<file path="src/design/flash_sp_pkg.sv">
package flash_sp_pkg;

	////////////////////////////////////////////////////////////////////////
	// Register placement in sector one
	localparam logic [7:0] SECTOR_ONE = 8'h01;
	localparam logic [7:0] OFF_CTRL = 8'h43;
	localparam logic [7:0] OFF_RESET_CMD = 8'h44;
	localparam logic [7:0] OFF_BUF_CLEAR = 8'h45;
	localparam logic [7:0] OFF_ADDR_LOW = 8'h46;
	localparam logic [7:0] OFF_ADDR_HIGH = 8'h47;
	localparam logic [7:0] OFF_DATA_FIRST = 8'h48;
	localparam logic [7:0] OFF_DATA_LAST = 8'h4F;

	////////////////////////////////////////////////////////////////////////
	// Control register fields
	localparam int BIT_WEN = 7;
	localparam int MODE_HI = 6;
	localparam int MODE_LO = 4;
	localparam int BIT_UNLOCK = 3;
	localparam int BIT_WSTART = 2;
	localparam int BIT_RPERMIT = 1;
	localparam int BIT_RSTART = 0;
	localparam int BIT_BCLR = 0;
	localparam logic [7:0] REG_RESET = 8'h00;
	localparam logic [6:0] BCLR_PAD = 7'h00;

	typedef logic [2:0] mode_t;
	localparam mode_t MODE_PROG = 3'h0;
	localparam mode_t MODE_ERASE = 3'h1;
	localparam mode_t MODE_READ = 3'h3;
	localparam mode_t MODE_UNLOCK = 3'h6;

	localparam logic [7:0] RESET_CMD = 8'h55;

	////////////////////////////////////////////////////////////////////////
	// Flash geometry and word address
	localparam int PAGE_WORDS = 64;
	localparam int IDX_W = 6;
	localparam int ADDR_W = 15;
	localparam logic [IDX_W-1:0] LAST_IDX = 6'h3F;
	localparam logic [IDX_W-1:0] IDX_ZERO = 6'h00;
	localparam logic [ADDR_W-1:0] MASK_LARGE = 15'h7FFF;
	localparam logic [ADDR_W-1:0] MASK_SMALL = 15'h3FFF;
	localparam logic [ADDR_W-1:0] ADDR_ONE = 15'h0001;

	typedef enum logic [1:0] {FL_NONE, FL_PROG, FL_ERASE, FL_READ} flash_cmd_e;

	////////////////////////////////////////////////////////////////////////
	// Unlock pattern and timeout
	localparam int UNLOCK_LEN = 6;
	localparam logic [47:0] UNLOCK_PATTERN = 48'h00040D09C340;
	localparam logic [2:0] UNLOCK_FIRST_REG = 3'h2;
	localparam int TIMEOUT_US = 300;
	localparam int US_PER_S = 1000000;
	localparam int SLOW_HZ_DEFAULT = 32000;

endpackage

</file>
<file path="src/design/unlock_seq.sv">
`timescale 1ns/10ps
// Watches the pattern writes of the write-enable procedure against the slow-oscillator timeout
module unlock_seq #(
	parameter int slow_hz = flash_sp_pkg::SLOW_HZ_DEFAULT
) (
	// Clock, reset, enable
	input wire logic ref_clk,
	input wire logic arst_n,
	input wire logic ce,
	// Procedure control
	input wire logic arm,
	input wire logic slow_tick,
	// Data register writes
	input wire logic data_wr,
	input wire logic [2:0] data_idx,
	input wire logic [7:0] data_byte,
	// Result pulses
	output logic ok_r,
	output logic fail_r
);
	import flash_sp_pkg::*;

	// Timeout is a longest time, so it rounds down, never below one tick
	localparam int TICKS_RAW = TIMEOUT_US * slow_hz / US_PER_S;
	localparam logic [15:0] TIMEOUT_TICKS = (TICKS_RAW < 1) ? 16'h0001 : TICKS_RAW[15:0];

	logic [2:0] step_r;
	logic [15:0] ticks_r;
	logic done_r;

	function automatic logic [7:0] pattern_byte(input logic [2:0] s);
		pattern_byte = UNLOCK_PATTERN[8 * (UNLOCK_LEN - 1 - int'(s)) +: 8];
	endfunction

	////////////////////////////////////////////////////////////////////////
	// Pattern matcher; one result per arming, then waits for the request to drop
	always_ff @(posedge ref_clk or negedge arst_n) begin
		if (!arst_n) begin
			step_r <= 3'h0;
			ticks_r <= 16'h0000;
			done_r <= 1'b0;
			ok_r <= 1'b0;
			fail_r <= 1'b0;
		end else if (ce) begin
			ok_r <= 1'b0;
			fail_r <= 1'b0;
			if (!arm) begin
				step_r <= 3'h0;
				ticks_r <= 16'h0000;
				done_r <= 1'b0;
			end else if (!done_r) begin
				if (slow_tick) begin
					ticks_r <= ticks_r + 16'h0001;
				end
				if (slow_tick && ticks_r == TIMEOUT_TICKS - 16'h0001) begin
					fail_r <= 1'b1;
					done_r <= 1'b1;
				end else if (data_wr && data_idx >= UNLOCK_FIRST_REG) begin
					if (data_idx == step_r + UNLOCK_FIRST_REG && data_byte == pattern_byte(step_r)) begin
						if (step_r == 3'(UNLOCK_LEN - 1)) begin
							ok_r <= 1'b1;
							done_r <= 1'b1;
						end
						step_r <= step_r + 3'h1;
					end else begin
						fail_r <= 1'b1;
						done_r <= 1'b1;
					end
				end
			end
		end
	end
endmodule

</file>
<file path="src/design/flash_self_programming_ctrl.sv">
`timescale 1ns/10ps
// Operation
// - 64-word erase and program, one-word read
// - Write-enabled bit set by hardware only
// - Mode field decodes write, erase, read, unlock
// - Unlock request in unlock mode runs procedure
// - Write start set by software, hardware clears
// - Read permit gates flash reads
// - Read start set by software, hardware clears
// - Writing 55H resets the whole chip
// - Buffer clear set by software, hardware clears
// - Unimplemented bits read as zero
// - Word address from low and high registers
// - First low data write only stores
// - First high write loads buffer, increments address
// - Second and later data pairs are plain storage
// - All registers clear at power-on
// - Timeout or bad pattern leaves writing disabled
// - Good pattern sets write enabled, clears request
// - Processor halted while write or read runs
module flash_self_programming_ctrl #(
	parameter logic large_part = 1'b1,
	parameter int slow_hz = flash_sp_pkg::SLOW_HZ_DEFAULT
) (
	// Clock, reset, enable
	input wire logic ref_clk,
	input wire logic arst_n,
	input wire logic ce,
	// Special-function register port
	input wire logic reg_wr,
	input wire logic reg_rd,
	input wire logic [7:0] reg_sector,
	input wire logic [7:0] reg_addr,
	input wire logic [7:0] reg_wdata,
	output logic [7:0] reg_rdata_r,
	// Slow internal oscillator
	input wire logic slow_osc,
	// Flash array
	output flash_sp_pkg::flash_cmd_e fl_cmd_r,
	output logic fl_req_r,
	output logic [flash_sp_pkg::ADDR_W-1:0] fl_addr_r,
	output logic [15:0] fl_wdata_r,
	input wire logic fl_ack,
	input wire logic [15:0] fl_rdata,
	// System
	output logic cpu_halt_r,
	output logic chip_reset_r
);
	import flash_sp_pkg::*;

	typedef enum logic [2:0] {ST_IDLE, ST_PROG, ST_ERASE, ST_READ, ST_BCLR} op_state_e;

	localparam logic [ADDR_W-1:0] ADDR_MASK = large_part ? MASK_LARGE : MASK_SMALL;

	op_state_e state_r;
	logic [IDX_W-1:0] op_idx_r;
	logic write_enabled_r, unlock_request_r, write_start_r, read_permit_r, read_start_r;
	logic buffer_clear_r;
	mode_t mode_r;
	logic write_enabled_nxt, unlock_request_nxt, write_start_nxt, read_permit_nxt, read_start_nxt;
	logic buffer_clear_nxt;
	mode_t mode_nxt;
	logic [7:0] reset_cmd_r;
	logic [ADDR_W-1:0] addr_r;
	logic [7:0] fd_r [8];
	logic [15:0] wbuf_r [PAGE_WORDS];
	logic slow_meta_r, slow_sync_r, slow_prev_r;
	logic slow_tick;
	logic hit, wr_hit, rd_hit;
	logic go_prog, go_erase, go_read, w_done, w_abort, r_done, r_abort, b_done;
	logic unlock_ok, unlock_fail, unlock_arm;

	////////////////////////////////////////////////////////////////////////
	// Decode helpers shared by the write and read paths
	function automatic logic is_data(input logic [7:0] a);
		is_data = (a >= OFF_DATA_FIRST) && (a <= OFF_DATA_LAST);
	endfunction

	function automatic logic [2:0] data_idx(input logic [7:0] a);
		logic [7:0] d;
		d = a - OFF_DATA_FIRST;
		data_idx = d[2:0];
	endfunction

	// Address wraps inside the part's word range
	function automatic logic [ADDR_W-1:0] addr_inc(input logic [ADDR_W-1:0] a);
		addr_inc = (a + ADDR_ONE) & ADDR_MASK;
	endfunction

	// registers answer only to the sector one window
	assign hit = (reg_sector == SECTOR_ONE) && (reg_addr >= OFF_CTRL) && (reg_addr <= OFF_DATA_LAST);
	assign wr_hit = reg_wr && hit;
	assign rd_hit = reg_rd && hit;

	////////////////////////////////////////////////////////////////////////
	// Slow oscillator: two flip-flops, then an edge detect on the second
	always_ff @(posedge ref_clk or negedge arst_n) begin
		if (!arst_n) begin
			slow_meta_r <= 1'b0;
			slow_sync_r <= 1'b0;
			slow_prev_r <= 1'b0;
		end else if (ce) begin
			slow_meta_r <= slow_osc;
			slow_sync_r <= slow_meta_r;
			slow_prev_r <= slow_sync_r;
		end
	end
	assign slow_tick = slow_sync_r & ~slow_prev_r;

	////////////////////////////////////////////////////////////////////////
	// Start decisions and completions
	// write and erase need write enabled
	assign go_prog = write_start_r && write_enabled_r && mode_r == MODE_PROG;
	assign go_erase = write_start_r && write_enabled_r && mode_r == MODE_ERASE;
	// reads gated by the permit bit
	assign go_read = !write_start_r && read_start_r && read_permit_r && mode_r == MODE_READ;
	assign w_abort = state_r == ST_IDLE && write_start_r && !go_prog && !go_erase;
	assign r_abort = state_r == ST_IDLE && !write_start_r && read_start_r && !go_read;
	assign w_done = fl_req_r && fl_ack && (state_r == ST_ERASE || (state_r == ST_PROG && op_idx_r == LAST_IDX));
	assign r_done = fl_req_r && fl_ack && state_r == ST_READ;
	assign b_done = state_r == ST_BCLR && op_idx_r == LAST_IDX;

	// unlock mode code with the request bit arms the procedure
	// request plus mode runs the procedure
	assign unlock_arm = unlock_request_r && mode_r == MODE_UNLOCK;

	////////////////////////////////////////////////////////////////////////
	// Control bits: hardware clears first, software sets after, so a set is never lost
	always_comb begin
		write_enabled_nxt = write_enabled_r;
		mode_nxt = mode_r;
		unlock_request_nxt = unlock_request_r;
		write_start_nxt = write_start_r;
		read_permit_nxt = read_permit_r;
		read_start_nxt = read_start_r;
		buffer_clear_nxt = buffer_clear_r;
		if (w_done || w_abort) begin
			write_start_nxt = 1'b0;
		end
		if (r_done || r_abort) begin
			read_start_nxt = 1'b0;
		end
		// clear bit drops when the buffer is clean
		if (b_done) begin
			buffer_clear_nxt = 1'b0;
		end
		if (unlock_ok || unlock_fail) begin
			unlock_request_nxt = 1'b0;
		end
		if (wr_hit && reg_addr == OFF_CTRL) begin
			// software may only clear write enabled
			if (!reg_wdata[BIT_WEN]) begin
				write_enabled_nxt = 1'b0;
			end
			mode_nxt = reg_wdata[MODE_HI:MODE_LO];
			unlock_request_nxt = reg_wdata[BIT_UNLOCK];
			read_permit_nxt = reg_wdata[BIT_RPERMIT];
			write_start_nxt = write_start_nxt | reg_wdata[BIT_WSTART];
			read_start_nxt = read_start_nxt | reg_wdata[BIT_RSTART];
		end
		if (wr_hit && reg_addr == OFF_BUF_CLEAR) begin
			buffer_clear_nxt = buffer_clear_nxt | reg_wdata[BIT_BCLR];
		end
		// hardware success wins over a software clear
		if (unlock_ok) begin
			write_enabled_nxt = 1'b1;
		end
	end

	always_ff @(posedge ref_clk or negedge arst_n) begin
		if (!arst_n) begin
			write_enabled_r <= 1'b0;
			mode_r <= MODE_PROG;
			unlock_request_r <= 1'b0;
			write_start_r <= 1'b0;
			read_permit_r <= 1'b0;
			read_start_r <= 1'b0;
			buffer_clear_r <= 1'b0;
			cpu_halt_r <= 1'b0;
		end else if (ce) begin
			write_enabled_r <= write_enabled_nxt;
			mode_r <= mode_nxt;
			unlock_request_r <= unlock_request_nxt;
			write_start_r <= write_start_nxt;
			read_permit_r <= read_permit_nxt;
			read_start_r <= read_start_nxt;
			buffer_clear_r <= buffer_clear_nxt;
			cpu_halt_r <= write_start_nxt | read_start_nxt;
		end
	end

	////////////////////////////////////////////////////////////////////////
	// Chip reset command; the pulse lasts one cycle, the byte stays readable
	always_ff @(posedge ref_clk or negedge arst_n) begin
		if (!arst_n) begin
			reset_cmd_r <= REG_RESET;
			chip_reset_r <= 1'b0;
		end else if (ce) begin
			chip_reset_r <= 1'b0;
			if (wr_hit && reg_addr == OFF_RESET_CMD) begin
				reset_cmd_r <= reg_wdata;
				chip_reset_r <= reg_wdata == RESET_CMD;
			end
		end
	end

	////////////////////////////////////////////////////////////////////////
	// Address pair and data registers
	always_ff @(posedge ref_clk or negedge arst_n) begin
		if (!arst_n) begin
			addr_r <= '0;
			for (int i = 0; i < 8; i++) begin
				fd_r[i] <= REG_RESET;
			end
		end else if (ce) begin
			// low byte and masked high part
			if (wr_hit && reg_addr == OFF_ADDR_LOW) begin
				addr_r[7:0] <= reg_wdata;
			end
			if (wr_hit && reg_addr == OFF_ADDR_HIGH) begin
				addr_r[ADDR_W-1:8] <= reg_wdata[ADDR_W-9:0] & ADDR_MASK[ADDR_W-1:8];
			end
			// first low data write only stores the byte
			// second and later pairs are plain storage
			if (wr_hit && is_data(reg_addr)) begin
				fd_r[data_idx(reg_addr)] <= reg_wdata;
			end
			// first high write steps the address
			if (wr_hit && is_data(reg_addr) && data_idx(reg_addr) == 3'h1) begin
				addr_r <= addr_inc(addr_r);
			end
			// read result lands in the first pair
			if (r_done) begin
				fd_r[0] <= fl_rdata[7:0];
				fd_r[1] <= fl_rdata[15:8];
			end
		end
	end

	////////////////////////////////////////////////////////////////////////
	// Write buffer: one page of words, indexed by the low address bits
	always_ff @(posedge ref_clk or negedge arst_n) begin
		if (!arst_n) begin
			for (int i = 0; i < PAGE_WORDS; i++) begin
				wbuf_r[i] <= 16'h0000;
			end
		end else if (ce) begin
			if (wr_hit && is_data(reg_addr) && data_idx(reg_addr) == 3'h1) begin
				wbuf_r[addr_r[IDX_W-1:0]] <= {reg_wdata, fd_r[0]};
			end
			if (state_r == ST_BCLR) begin
				wbuf_r[op_idx_r] <= 16'h0000;
			end
		end
	end

	////////////////////////////////////////////////////////////////////////
	// Operation sequencer; the array answers each request with one ack
	always_ff @(posedge ref_clk or negedge arst_n) begin
		if (!arst_n) begin
			state_r <= ST_IDLE;
			op_idx_r <= IDX_ZERO;
			fl_req_r <= 1'b0;
			fl_cmd_r <= FL_NONE;
			fl_addr_r <= '0;
			fl_wdata_r <= 16'h0000;
		end else if (ce) begin
			unique case (state_r)
				ST_IDLE: begin
					op_idx_r <= IDX_ZERO;
					if (go_prog) begin
						state_r <= ST_PROG;
					end else if (go_erase) begin
						state_r <= ST_ERASE;
					end else if (go_read) begin
						state_r <= ST_READ;
					end else if (buffer_clear_r && !write_start_r && !read_start_r) begin
						state_r <= ST_BCLR;
					end
				end
				ST_PROG, ST_ERASE, ST_READ: begin
					if (!fl_req_r) begin
						fl_req_r <= 1'b1;
						// page program, page erase, single read
						unique case (state_r)
							ST_PROG: begin
								fl_cmd_r <= FL_PROG;
								fl_addr_r <= {addr_r[ADDR_W-1:IDX_W], op_idx_r};
							end
							ST_ERASE: begin
								fl_cmd_r <= FL_ERASE;
								fl_addr_r <= {addr_r[ADDR_W-1:IDX_W], IDX_ZERO};
							end
							default: begin
								fl_cmd_r <= FL_READ;
								fl_addr_r <= addr_r;
							end
						endcase
						fl_wdata_r <= wbuf_r[op_idx_r];
					end else if (fl_ack) begin
						fl_req_r <= 1'b0;
						fl_cmd_r <= FL_NONE;
						op_idx_r <= op_idx_r + 6'h01;
						if (state_r != ST_PROG || op_idx_r == LAST_IDX) begin
							state_r <= ST_IDLE;
						end
					end
				end
				ST_BCLR: begin
					op_idx_r <= op_idx_r + 6'h01;
					if (op_idx_r == LAST_IDX) begin
						state_r <= ST_IDLE;
					end
				end
				default: begin
					state_r <= ST_IDLE;
				end
			endcase
		end
	end

	////////////////////////////////////////////////////////////////////////
	// Register read-back; registered so the data bus sees a flop
	always_ff @(posedge ref_clk or negedge arst_n) begin
		if (!arst_n) begin
			reg_rdata_r <= REG_RESET;
		end else if (ce) begin
			reg_rdata_r <= REG_RESET;
			if (rd_hit) begin
				if (is_data(reg_addr)) begin
					reg_rdata_r <= fd_r[data_idx(reg_addr)];
				end else if (reg_addr == OFF_CTRL) begin
					reg_rdata_r <= {write_enabled_r, mode_r, unlock_request_r, write_start_r,
						read_permit_r, read_start_r};
				end else if (reg_addr == OFF_RESET_CMD) begin
					reg_rdata_r <= reset_cmd_r;
				end else if (reg_addr == OFF_BUF_CLEAR) begin
					reg_rdata_r <= {BCLR_PAD, buffer_clear_r};
				end else if (reg_addr == OFF_ADDR_LOW) begin
					reg_rdata_r <= addr_r[7:0];
				end else begin
					// unused high address bits read zero
					reg_rdata_r <= {1'b0, addr_r[ADDR_W-1:8]};
				end
			end
		end
	end

	////////////////////////////////////////////////////////////////////////
	// Write-enable procedure watcher
	// pattern checked on second to fourth pairs
	unlock_seq #(
		.slow_hz(slow_hz)
	) u_unlock (
		.ref_clk(ref_clk),
		.arst_n(arst_n),
		.ce(ce),
		.arm(unlock_arm),
		.slow_tick(slow_tick),
		.data_wr(wr_hit && is_data(reg_addr)),
		.data_idx(data_idx(reg_addr)),
		.data_byte(reg_wdata),
		.ok_r(unlock_ok),
		.fail_r(unlock_fail)
	);
endmodule

</file>
<file path="config.mk">
export PLATFORM = sky130hd
export DESIGN_NAME = flash_self_programming_ctrl
export DESIGN_NICKNAME = d
export VERILOG_FILES = /design/src/design/flash_sp_pkg.sv /design/src/design/unlock_seq.sv /design/src/design/flash_self_programming_ctrl.sv
export SDC_FILE = /design/constraint.sdc
export NUM_CORES = 2
export LEC_CHECK = 0
export ABC_AREA = 1
export BUFFER_PORTS_ARGS = -buffer_cell sky130_fd_sc_hd__buf_2
export CORE_UTILIZATION = 41
export DETAILED_ROUTE_END_ITERATION = 12
export PLACE_DENSITY = 0.61
export REMOVE_ABC_BUFFERS = 1
export SLEW_MARGIN = 20
export SYNTH_ARGS = -nofsm -noshare
export SYNTH_HDL_FRONTEND = slang
export SYNTH_HIERARCHICAL = 1
export SYNTH_SLANG_ARGS = --single-unit
</file>
<file path="constraint.sdc">
create_clock -name ref_clk -period 3.55 [get_ports ref_clk]
set_input_delay 0.71 -clock ref_clk [delete_from_list [all_inputs] [get_ports ref_clk]]
set_output_delay 0.71 -clock ref_clk [all_outputs]
set_load 0.005 [all_outputs]
</file>
Word-level counts from Yosys, hierarchy flattened. Index checks and enable logic that the tools add are counted.

$add $sub $neg: 7. Order comparisons: 10. Equal/unequal tests: 33. Shift operators: 1. Mux-type cells: 82. Bitwise operators: 12. Reduce and logical (&&, ||, !) cells: 72.

Operator list (count): 2-to-1 mux 1024 bit (3); AND 1024 bit (1); bitwise mux 1024 bit (1); inverter 1024 bit (1); demux 16 bit (select 6 bit) (2); 2-to-1 mux 16 bit (8); binary-select mux 16 bit (select 6 bit) (1); 2-to-1 mux 8 bit (10); bitwise mux 64 bit (1); 2-to-1 mux 64 bit (1); == test 8 x 7 -> 1 bit (second input constant) (6); indexed part select 48 x 32 -> 8 bit (first input constant) (1); 2-to-1 mux 3 bit (13); logical AND 1 bit (38); 2-to-1 mux 1 bit (30); binary-select mux 8 bit (select 3 bit) (1); demux 8 bit (select 3 bit) (1); case mux 6 bit (3 select lines) (1); adder 16 x 1 -> 16 bit (second input constant) (1); == test 16 x 4 -> 1 bit (second input constant) (1); greater-or-equal comparator 8 x 7 -> 1 bit (second input constant) (2); inequality test 2 bit (second input constant) (8); AND reduction 2 bit (8); adder 15 x 1 -> 15 bit (second input constant) (1); other kinds (43) (76).

Register bits after elaboration: 1198. Bits of input ports: 47. Logic and storage cells: 316.

Depth between registers and ports, before layout.
Word-level depth: 11. Mapped depth: 17.

By module. Netlist, hierarchy kept.

By module, submodules not included: flash_self_programming_ctrl (instances 1, cells an instance 11906, area an instance 72883.7 um2); unlock_seq (instances 1, cells an instance 248, area an instance 1590.3 um2).

Worst setup path before layout. No wires, ideal clock.

Path kind: input port to flip-flop. From: input port reg_addr[2]. To: register u_unlock.step_r[1]. Arrival: 2.488 ns. Slack: 0.945 ns. Cell stages on the path: 17. Path buffers: 4. Cells stage by stage: buf_2 > nor2_1 > nand2_1 > inv_1 > nor2_1 > nand3_2 > nor2_4 > buf_6 > buf_8 > buf_2 > o21ai_0 > inv_1 > nand4_1 > nand2_1 > nand2_1 > nand2_1 > nand2_1.

Longest elaborated chain between the ends: 8. Elaborated cells on any way between the ends: 16.

Ends and longest elaborated chain: from (decl) (RTL line flash_self_programming_ctrl.sv:33) `input wire logic [7:0] reg_addr,`; greater-or-equal comparator 8 x 7 -> 1 bit (RTL line flash_self_programming_ctrl.sv:91) `assign hit = (reg_sector == SECTOR_ONE) && (reg_addr >= OFF_CTRL) && (reg_addr <= OFF_DATA_LAST);`; logical AND 1 bit (2 in a row) (RTL line flash_self_programming_ctrl.sv:91); logical AND 1 bit (RTL line flash_self_programming_ctrl.sv:92) `assign wr_hit = reg_wr && hit;`; logical AND 1 bit (RTL line flash_self_programming_ctrl.sv:360) `.data_wr(wr_hit && is_data(reg_addr)),`; logical AND 1 bit (RTL line unlock_seq.sv:58) `end else if (data_wr && data_idx >= UNLOCK_FIRST_REG) begin`; inequality test 2 bit (no source line); AND reduction 5 bit (no source line) (*); to (signal assigned) (RTL line unlock_seq.sv:64) `step_r <= step_r + 3'h1;`; to (decl) (RTL line unlock_seq.sv:27) `logic [2:0] step_r;`.

Every way passes the cells marked *; elsewhere a longest branch is shown, timed or not. A chain may end at the register's enable or synchronous reset.

Worst setup path after layout.
From: register op_idx_r[0]. To: register fl_wdata_r[14].

Longest elaborated chain between the ends: 4.

Ends and longest elaborated chain: from (decl) (RTL line flash_self_programming_ctrl.sv:56) `logic [IDX_W-1:0] op_idx_r;`; from (signal assigned) (RTL line flash_self_programming_ctrl.sv:303) `op_idx_r <= op_idx_r + 6'h01;`; from (signal assigned) (RTL line flash_self_programming_ctrl.sv:310) `op_idx_r <= op_idx_r + 6'h01;`; inverter 6 -> 7 bit (not written as such) (RTL line flash_self_programming_ctrl.sv:299) `fl_wdata_r <= wbuf_r[op_idx_r];`; binary-select mux 16 bit (select 6 bit) (RTL line flash_self_programming_ctrl.sv:299); 2-to-1 mux 16 bit (not written as such) (2 in a row) (RTL line flash_self_programming_ctrl.sv:299); to (signal assigned) (RTL line flash_self_programming_ctrl.sv:299); to (decl) (RTL line flash_self_programming_ctrl.sv:42) `output logic [15:0] fl_wdata_r,`.

No other way between the ends. The select of a mux whose other input is x is not followed.

==> results.json <==
{
  "status": "completed",
  "wl_per_cell_um": 19.6,
  "core_um2": 181000,
  "std_cell_rows": 156,
  "arrival_ps": 4010,
  "synthFlopType": "dfrtp_1",
  "cts_tree": "built",
  "synthXorXnorAreaFrac_pct": 0.141,
  "grt_max_degree": 139,
  "tns_ps": 0,
  "synth_top_area_share_pct": 40.3,
  "die_x_um": 428,
  "die_area_um2": 183000,
  "numCtsBuffers": 142,
  "relSlewSlack_pct": 28.3,
  "synth_compound_area_share_pct": 3.57,
  "yosysSeqAreaShare_pct": 40.3,
  "synthAdderAreaFrac_pct": 0.151,
  "r2r_setup_slack_ps": 280,
  "clk_latency_ps": 820,
  "ff2ff_path_depth": 12,
  "grt_pass1_wl_um": 435000,
  "cp_max_fo": 52,
  "critPathKind": "reg -> reg",
  "io_pins": 91,
  "htreeDepth": 4,
  "portBuffers": 90,
  "clk_path_buf_depth": 3,
  "ant_nets": 0,
  "dpl_worst_slack_ps": 339,
  "grt-ovfl-total": 0,
  "postCtsSetupBuffers": 0,
  "worst_ep_required_time_ps": 4290,
  "final.setup.worst_slack_ps": 280,
  "rsz0062_at_grt": "false",
  "crit_path_cell_trace": "inv_8, buf_4, nand2_1, nand2_1, nand2_1, nand2_1, nand2_1, a21oi_1, nor2_1, nand3_1, nand2_1, inv_1",
  "hold_buffers": 1,
  "power.switching_mw": 17.9,
  "antenna_found_initial": 9,
  "synth_area_leaders": "dfrtp_1, nand2_1, nand3_1",
  "viasPerCell": 5.32,
  "syn-cell-area_um2": 74500,
  "vias": 77300,
  "clkSinkCount": 1198,
  "routabilityCongestion": 0.947,
  "max_cap_violations": 0,
  "drt_iter0_markers": 10000,
  "p_sw_share_pct": 37.8,
  "multi_input_area_um2": 36900,
  "syn_to_final_growth_pct": 12.0,
  "syn_inst": 12200,
  "synth-simple-area-share_pct": 45.4,
  "nNetsFinal": 12100,
  "yosys.cell_types.count": 49,
  "synth-edff-count": 0,
  "fin_skew_ps": 28.6,
  "fill_cells": 18300,
  "final-setup-viol-count": 0,
  "dp_hpwl_um": 181000,
  "grt_pass1_vias": 71100,
  "power_frac_seq_pct": 37.2,
  "crit_path_start_kind": "flop",
  "slowest_stage": "dfrtp_4",
  "period_minus_slack_ps": 3270,
  "worst_pin_slew_ps": 1070,
  "holdPathStages": 3,
  "fin_crit_sh_pct": 92.1,
  "p_int_mw": 29.5,
  "drtPass1Iterations": 8,
  "rr_endpoint": "fl_wdata_r[14]",
  "final_util_pct": 46.2,
  "p_per_area_nw_per_um2": 568,
  "hold_class": "in -> reg",
  "hold_viol": 0,
  "synth_top_family_by_area": "simple AND/OR/NAND/NOR gates",
  "peakVddDrop_uv": 675,
  "fp.dieH_um": 428,
  "cts-root-buf": "clkbuf_16",
  "async_reset_ff_share_pct": 100,
  "max_freq_mhz": 306,
  "synth_top_cell_by_area": "dfrtp_1",
  "worstHoldStart": "slow_osc",
  "grtUsageTotal_pct": 30.4,
  "hold_path_end": "slow_meta_r",
  "combPwrFrac_pct": 29.5,
  "clk_pin_slew_ps": 60,
  "critPathMostFrequentCell": "nand2_1",
  "critPathMaxStageDelay_ps": 620,
  "yosys_warnings": 6,
  "yosys_register_bits": 1198,
  "power_mw": 47.4,
  "wl_um": 284000,
  "initial_core_util_pct": 41.2,
  "clkPwrFrac_pct": 33.4,
  "final-seq-area_um2": 30000,
  "endpoint_kind": "flop",
  "rr_startpoint": "op_idx_r[0]",
  "drc_errors": 0,
  "power_leakage_nw": 47.9,
  "cts_resized": 0,
  "muxShareOfSynthArea_pct": 0.0907,
  "synth.avg_cell_area_um2": 6.13,
  "drv_slew": 0,
  "drive_above_1_share_pct": 6.78
}
## metal layers
metal | track usage, % | part of all wire (%) | vias up
li1 | - | - | 36400
met1 | 42.4 | 42 | 36500
met2 | 45.9 | 44 | 3725
met3 | 4.99 | 9.3 | 579
met4 | 14.2 | 4.8 | 4
met5 | 0.234 | 0.023 | -
## cells by family (layout without fill, tap and decap cells)
group	count (synthesis)	in the layout
adders and majority gates	9	9
other	0	2
and+or+nand+nor	8442	8442
xor gates and xnor gates	12	12
muxes	6	6
DFF	1198	1198
AOI/OAI and AO/OA	517	517
buffers and inverters	1970	1971
## how the worst max path moves through the flow
stage	start	end	cells past startpoint
after CTS	op_idx_r[0]	wbuf_r[174]	8
final	op_idx_r[0]	fl_wdata_r[14]	12
after floorplan	op_idx_r[0]	wbuf_r[0]	7
after global placement	op_idx_r[0]	wbuf_r[556]	7
after detailed placement	op_idx_r[0]	wbuf_r[174]	8
after global routing	op_idx_r[0]	fl_wdata_r[11]	14
## cell type report
| class | instances | area share (%) |
|---|---|---|
| Antenna cell | 2 | 0.00600 |
| Clock buffer | 223 | 5.34 |
| Clock inverter | 36 | 0.598 |
| Inverter | 1278 | 5.83 |
| Multi-Input combinational cell | 8986 | 44.2 |
| Sequential cell | 1198 | 35.9 |
| Tap cell | 2370 | 3.55 |
| Timing Repair Buffer | 434 | 4.55 |
## synthesized netlist by cell type, types with 2 or more instances
cell      instances
o31ai_1           2
nor2_1          254
and2_1            2
o22ai_1          16
nand3b_1          3
ha_1              9
nor3_1           24
dfrtp_1        1198
nand3_2          43
inv_1          1219
nand3_4          17
nand2_1        6927
inv_2            52
nand3_1        1107
a21oi_1         131
buf_6            12
buf_4            27
nand2_2           3
clkinv_1          7
clkbuf_1        523
mux2_2            6
nor4_1            6
buf_1            40
a31oi_1           3
nor3b_1           3
nor3_2            2
nor2_4            3
nand4_1          40
o21ai_0         350
buf_8             2
nor2_2            4
xor2_1           11
buf_2            88
o22a_1            2
o21ai_1           4
## stage by stage
step	instances	cell area (um2)	hold slack, ps
floorplan	11500	71600	414
global placement	14300	78400	456
finish	14500	83400	125
detailed placement	14300	78500	460
global route	14500	83400	137
CTS	14500	83400	70.3
## power groups by stage
stage	clock, mW	combinational, mW	sequential [mW]
detailed placement	0	13.7	17.8
floorplan	0	7.16	17.8
global placement	0	13.5	17.6
finish	15.8	14.0	17.6
global route	16.5	15.5	17.9
CTS	16.0	13.8	17.5
## flip-flops by register name, indices dropped and copies added (netlist names), 2 cells and up
register          count
u_unlock/step_r       3
fl_cmd_r              2
addr_r               15
u_unlock/ticks_r     16
fl_addr_r            15
reset_cmd_r           8
wbuf_r             1024
op_idx_r              6
fl_wdata_r           16
fd_r                 64
reg_rdata_r           8
mode_r                3
state_r               3
## layout by cell type, fill, tap and decap left out, types with 36 or more instances in the layout
master,n
buf_2,89
nand2_1,6926
nand3_2,46
nand4_1,40
o21ai_0,350
buf_12,60
dfrtp_1,1195
nand3_1,1103
buf_4,283
inv_2,38
inv_1,1214
clkbuf_16,153
nor2_1,249
clkbuf_8,36
a21oi_1,124
## worst max-delay path, delay by kind of cell (launching register included)
kind                   cells  cell delay (ps)
buffers and inverters      3             1070
and+or+nand+nor            8             1060
AOI/OAI and AO/OA          1              400
DFF                        1              620
Power figures use the tool's default switching activity.
